$ cat src/include/tcdma_pkg.sv
// constants, register map and carrier types of the three-channel dma bus controller
package tcdma_pkg;
   localparam int NUM_CH = 3;

   // register byte addresses
   localparam logic [7:0] A_GCTRL = 8'h00;
   localparam logic [7:0] A_STAT = 8'h04;
   localparam logic [7:0] A_SWINIT = 8'h08;
   localparam logic [7:0] A_BRKCTL = 8'h0C;
   localparam logic [7:0] A_CH_FIRST = 8'h10;
   localparam logic [7:0] A_CH_LAST = 8'h3C;
   // register within a channel block, paddr[3:2]
   localparam logic [1:0] CH_SRC = 2'h0;
   localparam logic [1:0] CH_DST = 2'h1;
   localparam logic [1:0] CH_CTL = 2'h2;
   localparam logic [1:0] CH_BLEN = 2'h3;

   // global control fields
   localparam int GC_TE_LSB = 0;
   localparam int GC_IE_LSB = 3;
   localparam int GC_BW_LSB = 6;
   // status and control fields
   localparam int ST_DONE_LSB = 0;
   localparam int ST_LOOP_LSB = 3;
   localparam int ST_WRE_BIT = 6;
   localparam int ST_PRIO_BIT = 7;
   // channel control fields; byte count reads back above them
   localparam int CC_SRC_LSB = 0;
   localparam int CC_DST_LSB = 2;
   localparam int CC_WORD_BIT = 4;
   localparam int CC_CNT_LSB = 8;
   localparam int BC_BCE_BIT = 0;

   // address modes
   localparam logic [1:0] MODE_STATIC = 2'h0;
   localparam logic [1:0] MODE_INC = 2'h1;
   localparam logic [1:0] MODE_DEC = 2'h2;

   // processor cycles granted after each device byte, by bandwidth code
   localparam logic [2:0] GAP_BW0 = 3'h6;
   localparam logic [2:0] GAP_BW1 = 3'h2;
   localparam logic [2:0] GAP_BW2 = 3'h1;
   localparam logic [2:0] GAP_BW3 = 3'h0;
   localparam logic [2:0] GAP_BLOCK_MIN = 3'h1;
   // channel register write latency in bus cycles
   localparam logic [1:0] LAT_DISABLED = 2'h2;
   localparam logic [1:0] LAT_ENABLED = 2'h3;

   typedef enum logic [1:0] {
      ST_IDLE = 2'b00,
      ST_RD = 2'b01,
      ST_WR = 2'b10,
      ST_GAP = 2'b11
   } tcdma_state_e;

   typedef struct packed {
      logic psel;
      logic penable;
      logic pwrite;
      logic [7:0] paddr;
      logic [31:0] pwdata;
   } tcdma_apb_req_s;

   typedef struct packed {
      logic pready;
      logic [31:0] prdata;
      logic pslverr;
   } tcdma_apb_rsp_s;

   typedef struct packed {
      logic own;
      logic rd;
      logic wr;
      logic [15:0] addr;
      logic [7:0] wdata;
   } tcdma_bus_s;
endpackage

$ cat src/hw/tcdma_top.sv
// three-channel dma engine sharing the processor bus, with apb register slave
`timescale 1ns/1ps
module tcdma_top import tcdma_pkg::*; (
   // clock and reset
   input wire logic clk_sys,
   input wire logic rst,
   // register bus
   input wire tcdma_apb_req_s apb_req,
   output tcdma_apb_rsp_s apb_rsp,
   // shared internal bus
   output tcdma_bus_s bus_out,
   input wire logic [7:0] bus_rdata,
   // service requests from peripherals
   input wire logic [NUM_CH-1:0] svc_req,
   // processor status
   input wire logic cpu_wait,
   input wire logic cpu_stop,
   input wire logic stop_exit_reset,
   input wire logic cpu_irq_req,
   output logic cpu_irq_allow,
   // break module
   input wire logic brk_active,
   input wire logic [15:0] brk_addr,
   output logic brk_hit,
   // per channel interrupt requests
   output logic [NUM_CH-1:0] chan_irq
);

   typedef struct packed {
      logic [NUM_CH-1:0] te;
      logic [NUM_CH-1:0] ie;
      logic [1:0] bw;
      logic [NUM_CH-1:0] done;
      logic [NUM_CH-1:0] arm;
      logic [NUM_CH-1:0] loop;
      logic wre;
      logic prio;
      logic bce;
      logic [NUM_CH-1:0] swi;
      logic [NUM_CH-1:0][15:0] src;
      logic [NUM_CH-1:0][15:0] dst;
      logic [NUM_CH-1:0][4:0] ctl;
      logic [NUM_CH-1:0][7:0] blen;
      logic [NUM_CH-1:0][7:0] cnt;
      logic [NUM_CH-1:0] busy;
      logic susp;
      tcdma_state_e st;
      logic [1:0] ch;
      logic [2:0] gap;
      logic [1:0] stall;
      tcdma_apb_rsp_s rsp;
      tcdma_bus_s bus;
      logic brk_hit;
      logic [NUM_CH-1:0] irq;
      logic irq_allow;
   } tcdma_regs_s;

   tcdma_regs_s state_q;
   tcdma_regs_s state_d;

   // static side in word mode walks base, base+1; moving sides add or subtract the count
   function automatic logic [15:0] calc_addr(input logic [15:0] base, input logic [1:0] mode,
                                             input logic [7:0] cnt, input logic word);
      logic [15:0] res;
      res = base;
      unique case (mode)
         MODE_INC: res = base + {8'h00, cnt};
         MODE_DEC: res = base - {8'h00, cnt};
         default: res = base + {15'h0000, word & cnt[0]};
      endcase
      return res;
   endfunction

   function automatic logic [2:0] bw_gap(input logic [1:0] bw);
      logic [2:0] g;
      g = GAP_BW3;
      unique case (bw)
         2'h0: g = GAP_BW0;
         2'h1: g = GAP_BW1;
         2'h2: g = GAP_BW2;
         2'h3: g = GAP_BW3;
      endcase
      return g;
   endfunction

   logic [NUM_CH-1:0] runnable;
   logic any_run;
   logic [1:0] pick;
   logic low_power;
   logic hold;
   logic setup;
   logic wr_acc;
   logic rd_setup;
   logic ch_hit;
   logic [1:0] wch;
   logic flag_free;
   logic [7:0] cnt_nx;
   logic blk_end;
   logic word_mid;
   logic [1:0] busy_cnt;
   logic [15:0] src_a;
   logic [15:0] dst_a;
   logic word_go;
   logic burst_go;
   logic [15:0] next_src;

   always_comb begin
      runnable = state_q.busy & state_q.te;
      any_run = |runnable;
      pick = 2'h0;
      // lowest channel number wins; arbitration runs even while the bus is held
      for (int i = NUM_CH - 1; i >= 0; i--) begin
         if (runnable[i]) begin
            pick = i[1:0];
         end
      end
      low_power = cpu_stop || (cpu_wait && !state_q.wre);
      hold = low_power || brk_active || (state_q.stall != 2'h0);
      setup = apb_req.psel && !apb_req.penable;
      wr_acc = apb_req.psel && apb_req.penable && state_q.rsp.pready && apb_req.pwrite;
      rd_setup = setup && !apb_req.pwrite;
      ch_hit = (apb_req.paddr >= A_CH_FIRST) && (apb_req.paddr <= A_CH_LAST);
      wch = apb_req.paddr[5:4] - 2'h1;
      flag_free = !brk_active || state_q.bce;
      cnt_nx = state_q.cnt[state_q.ch] + 8'h01;
      blk_end = (cnt_nx == state_q.blen[state_q.ch]);
      word_mid = state_q.ctl[state_q.ch][CC_WORD_BIT] && cnt_nx[0] && !blk_end;
      busy_cnt = 2'h0;
      for (int i = 0; i < NUM_CH; i++) begin
         busy_cnt = busy_cnt + {1'b0, runnable[i]};
      end
      src_a = calc_addr(state_q.src[pick], state_q.ctl[pick][CC_SRC_LSB +: 2], state_q.cnt[pick],
                        state_q.ctl[pick][CC_WORD_BIT]);
      dst_a = calc_addr(state_q.dst[state_q.ch], state_q.ctl[state_q.ch][CC_DST_LSB +: 2],
                        state_q.cnt[state_q.ch], state_q.ctl[state_q.ch][CC_WORD_BIT]);
      // second byte of a word follows at once; the channel keeps the bus for it
      word_go = word_mid && !brk_active && !low_power && state_q.te[state_q.ch];
      // full bandwidth keeps the bus only while no higher channel waits and nothing holds it,
      // so an interrupt with priority clear still gets in at the next byte boundary
      burst_go = (bw_gap(state_q.bw) == GAP_BW3) && !blk_end && !hold && runnable[state_q.ch] &&
                 (pick == state_q.ch) && !(cpu_irq_req && !state_q.prio);
      next_src = calc_addr(state_q.src[state_q.ch], state_q.ctl[state_q.ch][CC_SRC_LSB +: 2], cnt_nx,
                           state_q.ctl[state_q.ch][CC_WORD_BIT]);
   end

   always_comb begin
      state_d = state_q;
      state_d.rsp.pready = 1'b0;
      state_d.rsp.pslverr = 1'b0;
      state_d.bus.rd = 1'b0;
      state_d.bus.wr = 1'b0;
      state_d.brk_hit = 1'b0;

      // register reads are prepared in the setup cycle so the answer comes from flops
      if (setup) begin
         state_d.rsp.pready = 1'b1;
         state_d.rsp.prdata = 32'h0000_0000;
         if (apb_req.paddr == A_GCTRL) begin
            state_d.rsp.prdata[7:0] = {state_q.bw, state_q.ie, state_q.te};
         end else if (apb_req.paddr == A_STAT) begin
            state_d.rsp.prdata[7:0] = {state_q.prio, state_q.wre, state_q.loop, state_q.done};
         end else if (apb_req.paddr == A_SWINIT) begin
            state_d.rsp.prdata[NUM_CH-1:0] = state_q.swi;
         end else if (apb_req.paddr == A_BRKCTL) begin
            state_d.rsp.prdata[BC_BCE_BIT] = state_q.bce;
         end else if (ch_hit && apb_req.paddr[1:0] == 2'h0) begin
            unique case (apb_req.paddr[3:2])
               CH_SRC: state_d.rsp.prdata[15:0] = state_q.src[wch];
               CH_DST: state_d.rsp.prdata[15:0] = state_q.dst[wch];
               CH_CTL: state_d.rsp.prdata[15:0] = {state_q.cnt[wch], 3'h0, state_q.ctl[wch]};
               CH_BLEN: state_d.rsp.prdata[7:0] = state_q.blen[wch];
            endcase
         end else begin
            state_d.rsp.pslverr = 1'b1;
         end
         // first step of the flag clear; not armed by reads during a protected break
         if (rd_setup && apb_req.paddr == A_STAT && flag_free) begin
            state_d.arm = state_q.arm | state_q.done;
         end
      end

      // register writes; global ones never stall the engine, only channel ones do while a channel is busy
      if (wr_acc) begin
         if (apb_req.paddr == A_GCTRL) begin
            state_d.te = apb_req.pwdata[GC_TE_LSB +: NUM_CH];
            state_d.ie = apb_req.pwdata[GC_IE_LSB +: NUM_CH];
            state_d.bw = apb_req.pwdata[GC_BW_LSB +: 2];
         end else if (apb_req.paddr == A_STAT) begin
            state_d.loop = apb_req.pwdata[ST_LOOP_LSB +: NUM_CH];
            state_d.wre = apb_req.pwdata[ST_WRE_BIT];
            state_d.prio = apb_req.pwdata[ST_PRIO_BIT];
            if (flag_free) begin
               for (int i = 0; i < NUM_CH; i++) begin
                  if (state_q.arm[i] && !apb_req.pwdata[ST_DONE_LSB + i]) begin
                     state_d.done[i] = 1'b0;
                     state_d.arm[i] = 1'b0;
                  end
               end
            end
         end else if (apb_req.paddr == A_SWINIT) begin
            state_d.swi = apb_req.pwdata[NUM_CH-1:0];
         end else if (apb_req.paddr == A_BRKCTL) begin
            state_d.bce = apb_req.pwdata[BC_BCE_BIT];
         end else if (ch_hit && apb_req.paddr[1:0] == 2'h0) begin
            unique case (apb_req.paddr[3:2])
               CH_SRC: state_d.src[wch] = apb_req.pwdata[15:0];
               CH_DST: state_d.dst[wch] = apb_req.pwdata[15:0];
               CH_CTL: state_d.ctl[wch] = apb_req.pwdata[4:0];
               CH_BLEN: state_d.blen[wch] = apb_req.pwdata[7:0];
            endcase
            if (|state_q.busy) begin
               // a control write to a disabled channel skips the suspend step, so it costs one cycle less
               if (apb_req.paddr[3:2] == CH_CTL && !state_q.te[wch]) begin
                  state_d.stall = LAT_DISABLED;
               end else begin
                  state_d.stall = LAT_ENABLED;
               end
            end
         end
      end

      // enabled channels with a request open a block
      for (int i = 0; i < NUM_CH; i++) begin
         if (state_q.te[i] && (svc_req[i] || state_q.swi[i])) begin
            state_d.busy[i] = 1'b1;
         end
      end

      // low-power suspension and its exit
      if (low_power && (|state_q.busy)) begin
         state_d.susp = 1'b1;
      end
      if (!low_power && state_q.susp) begin
         state_d.susp = 1'b0;
         if (!state_q.prio) begin
            state_d.busy = '0;
         end
      end
      if (stop_exit_reset) begin
         state_d.busy = '0;
         state_d.susp = 1'b0;
      end

      if (state_q.stall != 2'h0 && state_q.st == ST_IDLE) begin
         state_d.stall = state_q.stall - 2'h1;
      end

      unique case (state_q.st)
         ST_IDLE: begin
            state_d.bus.own = 1'b0;
            // interrupt taken at a byte boundary with priority clear disables the engine
            if (!state_q.prio && cpu_irq_req && any_run) begin
               state_d.te = '0;
            end else if (!hold && any_run) begin
               state_d.st = ST_RD;
               state_d.ch = pick;
               state_d.bus.own = 1'b1;
               state_d.bus.rd = 1'b1;
               state_d.bus.addr = src_a;
               state_d.brk_hit = (src_a == brk_addr);
            end
         end
         ST_RD: begin
            state_d.st = ST_WR;
            state_d.bus.wr = 1'b1;
            state_d.bus.addr = dst_a;
            state_d.bus.wdata = bus_rdata;
            state_d.brk_hit = (dst_a == brk_addr);
         end
         ST_WR: begin
            state_d.cnt[state_q.ch] = cnt_nx;
            state_d.gap = bw_gap(state_q.bw);
            if (blk_end) begin
               state_d.cnt[state_q.ch] = 8'h00;
               state_d.busy[state_q.ch] = 1'b0;
               state_d.swi[state_q.ch] = 1'b0;
               if (!state_q.loop[state_q.ch]) begin
                  state_d.te[state_q.ch] = 1'b0;
               end
               if (busy_cnt >= 2'h2 && bw_gap(state_q.bw) == GAP_BW3) begin
                  state_d.gap = GAP_BLOCK_MIN;
               end
            end
            if (word_go || burst_go) begin
               state_d.st = ST_RD;
               state_d.bus.rd = 1'b1;
               state_d.bus.addr = next_src;
               state_d.brk_hit = (next_src == brk_addr);
            end else if (state_d.gap > 3'h1) begin
               // the arbitration cycle in idle is the last processor cycle of the gap
               state_d.st = ST_GAP;
               state_d.gap = state_d.gap - 3'h1;
               state_d.bus.own = 1'b0;
            end else begin
               state_d.st = ST_IDLE;
               state_d.bus.own = 1'b0;
            end
         end
         ST_GAP: begin
            state_d.gap = state_q.gap - 3'h1;
            if (state_q.gap == 3'h1) begin
               state_d.st = ST_IDLE;
            end
         end
      endcase

      // hardware set wins over a clear in the same cycle
      if (state_q.st == ST_WR && blk_end) begin
         state_d.done[state_q.ch] = 1'b1;
      end
      state_d.irq = state_d.done & state_d.ie;
      state_d.irq_allow = !(state_q.prio && any_run);
   end

   always_ff @(posedge clk_sys or posedge rst) begin
      if (rst) begin
         state_q <= '0;
      end else begin
         state_q <= state_d;
      end
   end

   assign apb_rsp = state_q.rsp;
   assign bus_out = state_q.bus;
   assign brk_hit = state_q.brk_hit;
   assign chan_irq = state_q.irq;
   assign cpu_irq_allow = state_q.irq_allow;

endmodule

$ cat config.mk
export PLATFORM = sky130hd
export DESIGN_NAME = tcdma_top
export DESIGN_NICKNAME = d
export VERILOG_FILES = /design/src/include/tcdma_pkg.sv /design/src/hw/tcdma_top.sv
export SDC_FILE = /design/constraint.sdc
export NUM_CORES = 1
export LEC_CHECK = 0
export BUFFER_PORTS_ARGS = -buffer_cell sky130_fd_sc_hd__buf_4
export CAP_MARGIN = 20
export CORE_ASPECT_RATIO = 0.8
export CORE_UTILIZATION = 40
export CTS_CLUSTER_DIAMETER = 80
export CTS_CLUSTER_SIZE = 20
export DETAILED_ROUTE_END_ITERATION = 12
export PLACE_DENSITY_LB_ADDON = 0.15
export SKIP_CTS_REPAIR_TIMING = 1
export SYNTH_ARGS = -nofsm -noshare
export SYNTH_HDL_FRONTEND = slang
export SYNTH_SLANG_ARGS = --single-unit
$ cat constraint.sdc
create_clock -name clk_sys -period 11.3 [get_ports clk_sys]
set_input_delay 1.695 -clock clk_sys [delete_from_list [all_inputs] [get_ports clk_sys]]
set_output_delay 1.695 -clock clk_sys [all_outputs]
set_load 0.005 [all_outputs]
== Yosys cells after proc, flatten, opt, wreduce, memory -nomap -nowiden ==
Cells that the tools add are included.
Widths: inputs -> output; s select.
Cells by class
  add/subtract/negate cells: 16
  order comparisons: 9
  equality and inequality tests: 33
  multiplexer cells: 150
  bitwise logic cells: 18
  reductions and logical operators: 89
Operators with widths (number)
  $mux 135: 3
  $bmux 16 s2: 5
  $mux 16: 10
  $mux 158: 1
  $mux 150: 1
  $mux 139: 1
  $bwmux 48: 2
  $mux 48: 2
  $mux 8: 12
  $pmux 16 s2: 3
  $bmux 8 s2: 5
  $mux 3: 19
  $add 16x1->16: 3
  $add 16x8->16: 3
  $bwmux 24: 2
  $eq 16x16->1: 3
  $pmux 16 s3: 1
  $sub 16x8->16: 3
  $logic_and 1x1->1: 38
  $reduce_and 7->1: 5
  $mux 34: 1
  $demux 16 s2: 1
  $demux 8 s2: 2
  $mux 2: 16
  other kinds (60): 173
Storage, ports and cells
  flip-flop bits (word level): 245
  bits of input ports: 77
  output and inout port bits: 66

== Longest topological paths before layout ==
Gate-level depths: netlist (run 1).
  depth in word-level cells: 17
  gate-level depth with buffers: 28
  mapped depth without buffers: 26

== Worst setup path after synthesis (run 1) ==
No wires, ideal clock.
  path kind: register to register
  start point: reg state_q[71] in the netlist's numbering
  end point: reg state_q (netlist bit brk_hit)
  library setup time: 101 ps
  data arrival time: 6100 ps
  required time: 11199 ps
  slack: 5099 ps
  stages on the path, launching flop included: 27
  path buffers: 7
  cell sequence: dfrtp_1 -> buf_4 -> buf_8 -> buf_4 -> buf_2 -> clkbuf_1 -> clkbuf_1 -> mux2i_1 -> o21a_1 -> inv_1 -> ha_1 -> clkbuf_1 -> inv_1 -> nor3_1 -> a21oi_1 -> fa_1 -> a21o_1 -> a221oi_1 -> a21oi_1 -> a221o_1 -> a21o_1 -> a21oi_1 -> xnor2_1 -> xnor2_1 -> nand4_1 -> o221a_2 -> o32ai_1
RTL lines
  from (decl): line tcdma_top.sv:58  | tcdma_regs_s state_q;
  from (signal assigned): line tcdma_top.sv:319  | state_q <= state_d;

==> metrics.txt, run 1 <==
Initial DRC Count 1428; post-route setup TNS 0 ps; CORE AREA 44500 um^2; Die Area 46200 um^2; Primary FF master, synth dfrtp_1; Reg2Reg Depth 21; Final min period 7210 ps; RSZ-0062 raised after global routing false; via count 14855; Worst EP arrival 7640 ps; ant diodes 0; initial antenna violation count 0; mux cell area share after synthesis 19.5%; Clock transition at path regs 90 ps; fraction of layout cells with a size suffix above 1 20.3%; Fin. Hold Viols 0; latest clock arrival within the worst-skew pair 540 ps; Max Fclk 139 MHz; Setup crit end kind flip-flop; HP Class reg -> reg; drt total wl 59300 um; fin area 19700 um^2; fin crit share 63.8%; Clock Path Buffers 3; I/O pins 143; DR WL/cell 23.3 um; count of input and output buffers 110; CP Max Fanout 29; fin. max-slew vios 0; post-synthesis compound-gate area fraction 16.5%; Synth Area in XOR/XNOR 5.76%; final-report setup violation count 0; post-route ant nets 0; crit-path cells nand2_1, a21oi_4, buf_4, mux2i_1, o21ai_0, ha_1, inv_1, a31oi_1, o21ai_1, a21boi_0, ha_1, fa_1, xor2_1, nand4_1, a2111oi_0, o311ai_0, a221oi_1, o211ai_1, nor4_1, o311ai_0, o32ai_1; Area Overhead vs Synth 8.48%; startpoint types flip-flop; Synth Register Bits 245; Worst-Margin Slew 1030 ps; drt via density 5.84; Simple-Gate Fraction of Synth Area 12.6%; Seq/Total Area, Yosys 33.8%; Clock Skew 27.3 ps; Tot Pwr 2.64 mW; asr flop ratio synth 100%; Slew headroom 31.6%; slowest stage delay, CP 620 ps; hold slack 456 ps; Placed Area 19000 um^2; Starting Density 40.7%; Pwr per Cell Area 134 nW/um^2; Die W 240 um; largest family of logic cells by synthesized area multiplexers; Setup CP Type reg -> reg; nets@finish 2081; adder-cell share of the synthesized area 5.16%; Inserted Clock Buffers 19; Rows 69; H-Tree Level Count 1; # clock sinks 245; Root Buffer clkbuf_16; status finished clean; largest net degree at the start of global routing 121; Slowest cell on crit path a21boi_0; Pleak 8.63 nW; GRT overflow 0; die span in y 192 um; DRT Pass-1 Iters 6; mean post-synth cell area 9.34 um^2; yosys warns 0; total global-route track usage 25.6%; Post-synth EDFFs 0; TritonCTS clock tree done; Hold Path Cell Cnt 1; Synth Instances 1943; Multi-input gate area 10900 um^2; Reg area 6140 um^2; Max rail drop VDD 0.102 mV; Worst Path Required 11730 ps; DP HPWL 43900 um; Netlist Area Pre-Place 18100 um^2; number of global-route vias before repair 13952; first-pass GRT wire length 89400 um; routability congestion estimate 0.910; Synth cell types 80; fill cell count 4411; Post-route DRC 0; maxcap violations 0
-- worst paths after layout --
path	startpoint	end	slack [ps]
min in group asynchronous	rst	async pin	1300
worst max register to register	state_q[259]	brk_hit	4090
worst min register to register	state_q[242]	cpu_irq_allow	460
worst min-delay path	state_q[242]	cpu_irq_allow	460
max in group asynchronous	rst	state_q[71]	8650
worst max-delay path	state_q[259]	brk_hit	4090
-- layout make-up --
| class | instances | area share (%) |
|---|---|---|
| Clock buffer | 21 | 2.51 |
| Clock inverter | 9 | 0.718 |
| Inverter | 60 | 1.18 |
| Multi-Input combinational cell | 1471 | 55.4 |
| Sequential cell | 245 | 31.2 |
| Tap cell | 603 | 3.83 |
| Timing Repair Buffer | 134 | 5.21 |
-- report_power, final --
group,switching [mW],internal [mW]
clock network,0.367,0.373
registers,0.0410,0.942
logic,0.545,0.370
total,0.953,1.68
-- through the flow --
step	util, %	setup slack (ps)	std cells
detailed placement	42.7	4240	2512
finish	44.2	4090	2543
global route	44.2	3590	2543
floorplan	-	2880	1958
global placement	42.7	4280	2512
CTS	44.1	4180	2542
-- cell usage after synthesis, types with 59 or more instances --
master | count | area (um^2)
nor2_1 | 91 | 342
ha_1 | 70 | 876
buf_4 | 67 | 503
xnor2_1 | 66 | 578
mux2_2 | 175 | 1970
clkbuf_1 | 81 | 304
a21oi_1 | 91 | 455
dfrtp_1 | 245 | 6130
inv_1 | 59 | 221
o21ai_0 | 131 | 656
nand2_1 | 210 | 788
mux2i_1 | 124 | 1240
-- layer usage --
metal  vias up  GRT usage (%)  share of wire (%)
met1      7445           39.2                 48
met3        79           2.37                4.9
met5         -              0                  0
met2       416           38.7                 44
li1       6915              -                  -
met4         0           5.73                2.3
-- critical path: cells and delay by family (launching register included) --
family | cells | cell delay [ps]
xor gates and xnor gates | 1 | 190
and+or+nand+nor | 3 | 720
muxes | 1 | 160
buffers and inverters | 2 | 720
DFF | 1 | 480
adders and majority gates | 3 | 1280
AOI/OAI and AO/OA | 11 | 3500
-- layout by cell type, fill, tap and decap left out, types with 13 or more instances in the layout --
cell type	synthesis	layout
conb_1	1	16
mux2_2	175	175
nor3_1	29	29
a21oi_1	91	90
a211oi_1	13	13
ha_1	70	69
nand2_1	210	210
and2_1	15	15
o31ai_1	20	20
xnor2_1	66	66
dfrtp_1	245	243
clkbuf_16	0	19
a221o_1	17	17
o21ai_0	131	131
mux2i_1	124	124
nand4_1	15	15
a31oi_1	24	24
inv_1	59	58
nand3_1	33	33
buf_4	67	133
o21a_1	19	19
nor2_1	91	91
xor2_1	38	38
nand2b_1	20	20
a21o_1	17	17
o22ai_1	44	44
nor2b_1	21	19
a221oi_1	20	20
-- cells by family (layout without fill, tap and decap cells) --
logic type | Yosys count | after routing
other cells | 1 | 16
fa+ha+maj | 73 | 73
flops | 245 | 245
buf+inv | 242 | 224
xor+xnor | 111 | 111
mux | 317 | 317
compound gates | 463 | 463
simple gates | 491 | 491
No activity file was read; power rests on OpenSTA's default activity.
==> run 2: changes to the inputs <==
- clock period: 11.3 -> 6.3 ns (I/O delays scaled with it)
==> run 2 against run 1 <==
Effect of this change: total power increased by 77%; maximum frequency increased by 21%; combinational power increased by 85%; sequential cell count unchanged; critical path depth decreased by 1.
==> metrics.txt, run 2 (same netlist as run 1, synthesis figures left out) <==
status finished clean; H-Tree Level Count 1; slowest stage delay, CP 470 ps; final-report setup violation count 0; routability congestion estimate 0.888; Tot Pwr 4.67 mW; drt via density 5.81; count of input and output buffers 110; ant diodes 0; GRT overflow 0; Root Buffer clkbuf_16; HP Class in -> async; fin crit share 94.4%; total global-route track usage 26.1%; Setup CP Type reg -> reg; Initial DRC Count 1094; CORE AREA 44500 um^2; Setup crit end kind flip-flop; Reg2Reg Depth 20; # clock sinks 245; startpoint types flip-flop; delay-heaviest family, CP compound AO/OA/AOI/OAI gates; Placed Area 19300 um^2; DRT Pass-1 Iters 5; Area Overhead vs Synth 9.86%; Slowest cell on crit path dfrtp_1; largest net degree at the start of global routing 122; I/O pins 143; initial antenna violation count 1; Worst Path Required 6730 ps; commonest non-fill, non-tap cell in the layout dfrtp_1; nets@finish 2120; Starting Density 40.7%; CP Max Fanout 12; Final min period 5940 ps; DR WL/cell 23.6 um; maxcap violations 0; Pwr per Cell Area 234 nW/um^2; TritonCTS clock tree done; Worst EP arrival 6380 ps; Buffers & Inverters on Critical Path 2; Fin. Hold Viols 0; drt total wl 61000 um; Crit path depth 20; fin area 19900 um^2; setup ws final 356 ps; DP HPWL 45800 um; fin. max-slew vios 0; Post-route DRC 0; RSZ-0062 raised after global routing false; Worst-Margin Slew 1000 ps; Slew headroom 33.0%; Die W 240 um; post-route setup TNS 0 ps; Clock transition at path regs 90 ps; Pleak 8.79 nW; fraction of layout cells with a size suffix above 1 22.0%; fill cell count 4356; Inserted Clock Buffers 18; commonest non-fill, non-tap cells in the layout dfrtp_1 (243), nand2_1 (210), mux2_2 (175), buf_4 (172), o21ai_0 (128); post-place setup slack 408 ps; Max Fclk 168 MHz; via count 15019; post-route ant nets 0; Clock Skew 16.9 ps; number of global-route vias before repair 14076; Max rail drop VDD 0.216 mV; latest clock arrival within the worst-skew pair 530 ps; Rows 69; first-pass GRT wire length 90800 um; die span in y 192 um; Die Area 46200 um^2; hold slack 317 ps; Clock Path Buffers 3; crit-path cells nand2_1, a21oi_4, buf_4, buf_4, mux2i_1, o21ai_0, nor4_1, and2_1, a31oi_1, o21ai_0, ha_1, a21oi_1, o22ai_1, a2111oi_0, o311ai_0, a221oi_1, o211ai_1, nor4_1, o311ai_0, o32ai_1
==> run 2: worst reg2reg max path, stage by stage, from the launching register on <==
cell	delay, ps
dfrtp_1	470
nand2_1	180
a21oi_4	230
buf_4	320
buf_4	260
mux2i_1	190
o21ai_0	200
nor4_1	440
and2_1	210
a31oi_1	120
o21ai_0	410
ha_1	420
a21oi_1	310
o22ai_1	130
a2111oi_0	400
o311ai_0	240
a221oi_1	270
o211ai_1	180
nor4_1	390
o311ai_0	200
o32ai_1	280
==> run 2: final cells by class <==
class                   instances  area, um^2  share of cell area [%]
inverters                      60         229                    1.15
flip-flops and latches        245        6140                    30.8
repair buffers                174        1330                    6.68
clock buffers                  22         507                    2.54
clock inverters                 8        68.8                   0.345
well taps                     603         754                    3.79
multi-input cells            1471       10900                    54.7
==> run 2: routing by layer <==
metal / global-route usage, % / vias up / share of wire, %
met1: 38.6 / 7558 / 48
met3: 3.62 / 57 / 5.4
met2: 40.3 / 440 / 45
met4: 5.41 / 0 / 2.1
met5: 0 / - / 0
li1: - / 6964 / -
==> run 2: path summary, 6_finish.rpt <==
| check | start | end | slack, ps |
|---|---|---|---|
| worst max-delay path | state_q[259] | brk_hit | 360 |
| worst min-delay path | rst | bus_out[6] | 320 |
| worst max register to register | state_q[259] | brk_hit | 360 |
| worst min register to register | state_q[242] | cpu_irq_allow | 450 |
| max in group asynchronous | rst | apb_rsp[2] | 4770 |
| min in group clk_sys | state_q[242] | cpu_irq_allow | 450 |
==> run 2: where the power goes <==
| group | internal [mW] | switching, mW |
|---|---|---|
| Combinational | 0.693 | 0.997 |
| Sequential | 1.69 | 0.0770 |
| Clock | 0.587 | 0.629 |
| Total | 2.97 | 1.70 |
==> run 2: per-stage QoR <==
| step | std cells | utilization [%] |
|---|---|---|
| after CTS | 2583 | 44.7 |
| after global placement | 2553 | 43.4 |
| after global routing | 2583 | 44.7 |
| final | 2583 | 44.7 |
| after floorplan | 1958 | - |
| after detailed placement | 2553 | 43.4 |
==> run 3: changes to the inputs <==
- CAP_MARGIN: 20 -> 25
- GPL_TIMING_DRIVEN: not set -> 0
==> run 3 against run 2 <==
Effect of this change: die area did not move; combinational power increased by 14%; first-iteration DRC count is 73% higher; wire length grew 13%; sequential share of layout area shrank 1.6 points; global-route usage is 3.7 points higher; final area increased by 5.3%; count of clock-buffer cells in the layout shrank 2; largest cell class unchanged; sequential power about the same; critical path depth grew 4.
==> metrics.txt, run 3 (same netlist as run 1, synthesis figures left out) <==
status finished clean; number of global-route vias before repair 15127; R2R Path End brk_hit; DP HPWL 54100 um; startpoint types flip-flop; Clock Path Buffers 3; Die Area 46200 um^2; maxcap violations 0; Starting Density 40.7%; DRT Pass-1 Iters 5; via count 16247; hold slack 408 ps; fill cell count 4356; HP Class in -> async; count of input and output buffers 109; Setup crit end kind flip-flop; Initial DRC Count 1890; fin crit share 97.3%; TritonCTS clock tree done; fraction of layout cells with a size suffix above 1 24.4%; Fin. Hold Viols 0; routability congestion estimate 0.951; commonest non-fill, non-tap cells in the layout dfrtp_1 (241), nand2_1 (209), buf_4 (187), mux2_2 (175), o21ai_0 (129); crit-path cells buf_4, mux2i_1, o22ai_2, and3_4, and3_1, xor2_4, nor4_4, and3_1, ha_1, a21oi_1, o21ai_0, nand2_1, ha_1, o21a_1, nor2_1, a21oi_4, a221o_1, xor2_2, xnor2_1, nand2_1, nor4b_4, nand4_1, o221a_2, o32ai_1; Max rail drop VDD 0.132 mV; nets@finish 2250; CORE AREA 44500 um^2; CP Max Fanout 9; Clock Skew 48.3 ps; I/O pins 143; GRT overflow 0; R2R setup slack 170 ps; DR WL/cell 25.5 um; slowest stage delay, CP 540 ps; Final Instance Count excl. Fillers 2711; Slew headroom 23.8%; DP Cell Count 2677; fin. max-slew vios 0; commonest non-fill, non-tap cell in the layout dfrtp_1; Final min period 6130 ps; Clock transition at path regs 90 ps; Setup CP Type reg -> reg; total global-route track usage 29.8%; Rows 69; Pwr per Cell Area 236 nW/um^2; H-Tree Level Count 1; first-pass GRT wire length 101000 um; R2R Path Start state_q[71]; Worst-Margin Slew 1140 ps; latest clock arrival within the worst-skew pair 570 ps; drt via density 5.99; Max Fclk 163 MHz; Inserted Clock Buffers 19; Root Buffer clkbuf_16; # clock sinks 245; post-route ant nets 0; drt total wl 69200 um; die span in y 192 um; Pleak 9.27 nW; largest net degree at the start of global routing 43; Worst EP arrival 6560 ps; Tot Pwr 4.96 mW; Post-route DRC 0; Reg2Reg Depth 24; Worst Path Required 6740 ps; fin util 47.1%; Area Overhead vs Synth 15.7%; Slowest cell on crit path o22ai_2; Die W 240 um; final-report setup violation count 0; initial antenna violation count 1
-- run 3: cell count changes in the layout (fill, tap and decap cells not counted), sizes merged --
| cell | change |
|---|---|
| buf | +60 |
| clkbuf | +65 |
| clkdlybuf4s15 | +2 |
| clkinvlp | -3 |
| diode | +1 |
| inv | +3 |
-- run 3: how the worst max path moves through the flow --
stage	end	startpoint	cells past startpoint
after floorplan	brk_hit	state_q[71]	26
after global placement	brk_hit	state_q[71]	25
after detailed placement	brk_hit	state_q[71]	25
after CTS	brk_hit	state_q[71]	25
after global routing	brk_hit	state_q[71]	26
final	brk_hit	state_q[71]	24
-- run 3: layer usage --
metal / share of wire, % / vias to the layer above / global-route usage [%]
met2: 42 / 729 / 43.1
met5: 0.13 / - / 0
met1: 46 / 8170 / 44.6
li1: - / 7245 / -
met3: 9.4 / 101 / 6.57
met4: 2.6 / 2 / 7.13
-- run 3: where the power goes --
part	switching, mW	internal (mW)	total (mW)	leakage (nW)
registers	0.0725	1.69	1.76	3.35
logic	1.12	0.805	1.92	5.63
clock network	0.686	0.590	1.28	0.289
total	1.87	3.08	4.96	9.27
-- run 3: layout make-up --
class | instances | area (um^2) | share of cell area [%]
multi-input cells | 1471 | 11200 | 53.2
repair buffers | 126 | 1030 | 4.92
inverters | 60 | 229 | 1.09
well taps | 603 | 754 | 3.59
plain buffers | 177 | 1080 | 5.16
diodes | 1 | 2.50 | 0.0119
clock inverters | 8 | 98.8 | 0.471
clock buffers | 20 | 489 | 2.33
flip-flops and latches | 245 | 6140 | 29.2
-- run 3: worst max-delay path: cells and delay by family (launching register included) --
family	cells	cell delay (ps)
AOI/OAI and AO/OA	8	1910
muxes	1	140
adders and majority gates	2	580
and+or+nand+nor	9	2250
xor gates and xnor gates	3	540
buffers and inverters	1	170
DFF	1	370
-- run 3: per-stage QoR --
| stage | cell area, um^2 | setup TNS [ps] | setup slack [ps] |
|---|---|---|---|
| 2_1_floorplan | 18200 | 0 | 99.1 |
| 3_3_place_gp | 19800 | -17980 | -2150 |
| 3_5_place_dp | 19900 | -16590 | -2150 |
| 4_1_cts | 20500 | -17450 | -2200 |
| 5_1_grt | 21000 | -2.52 | -2.52 |
| 6_report | 21000 | 0 | 172 |
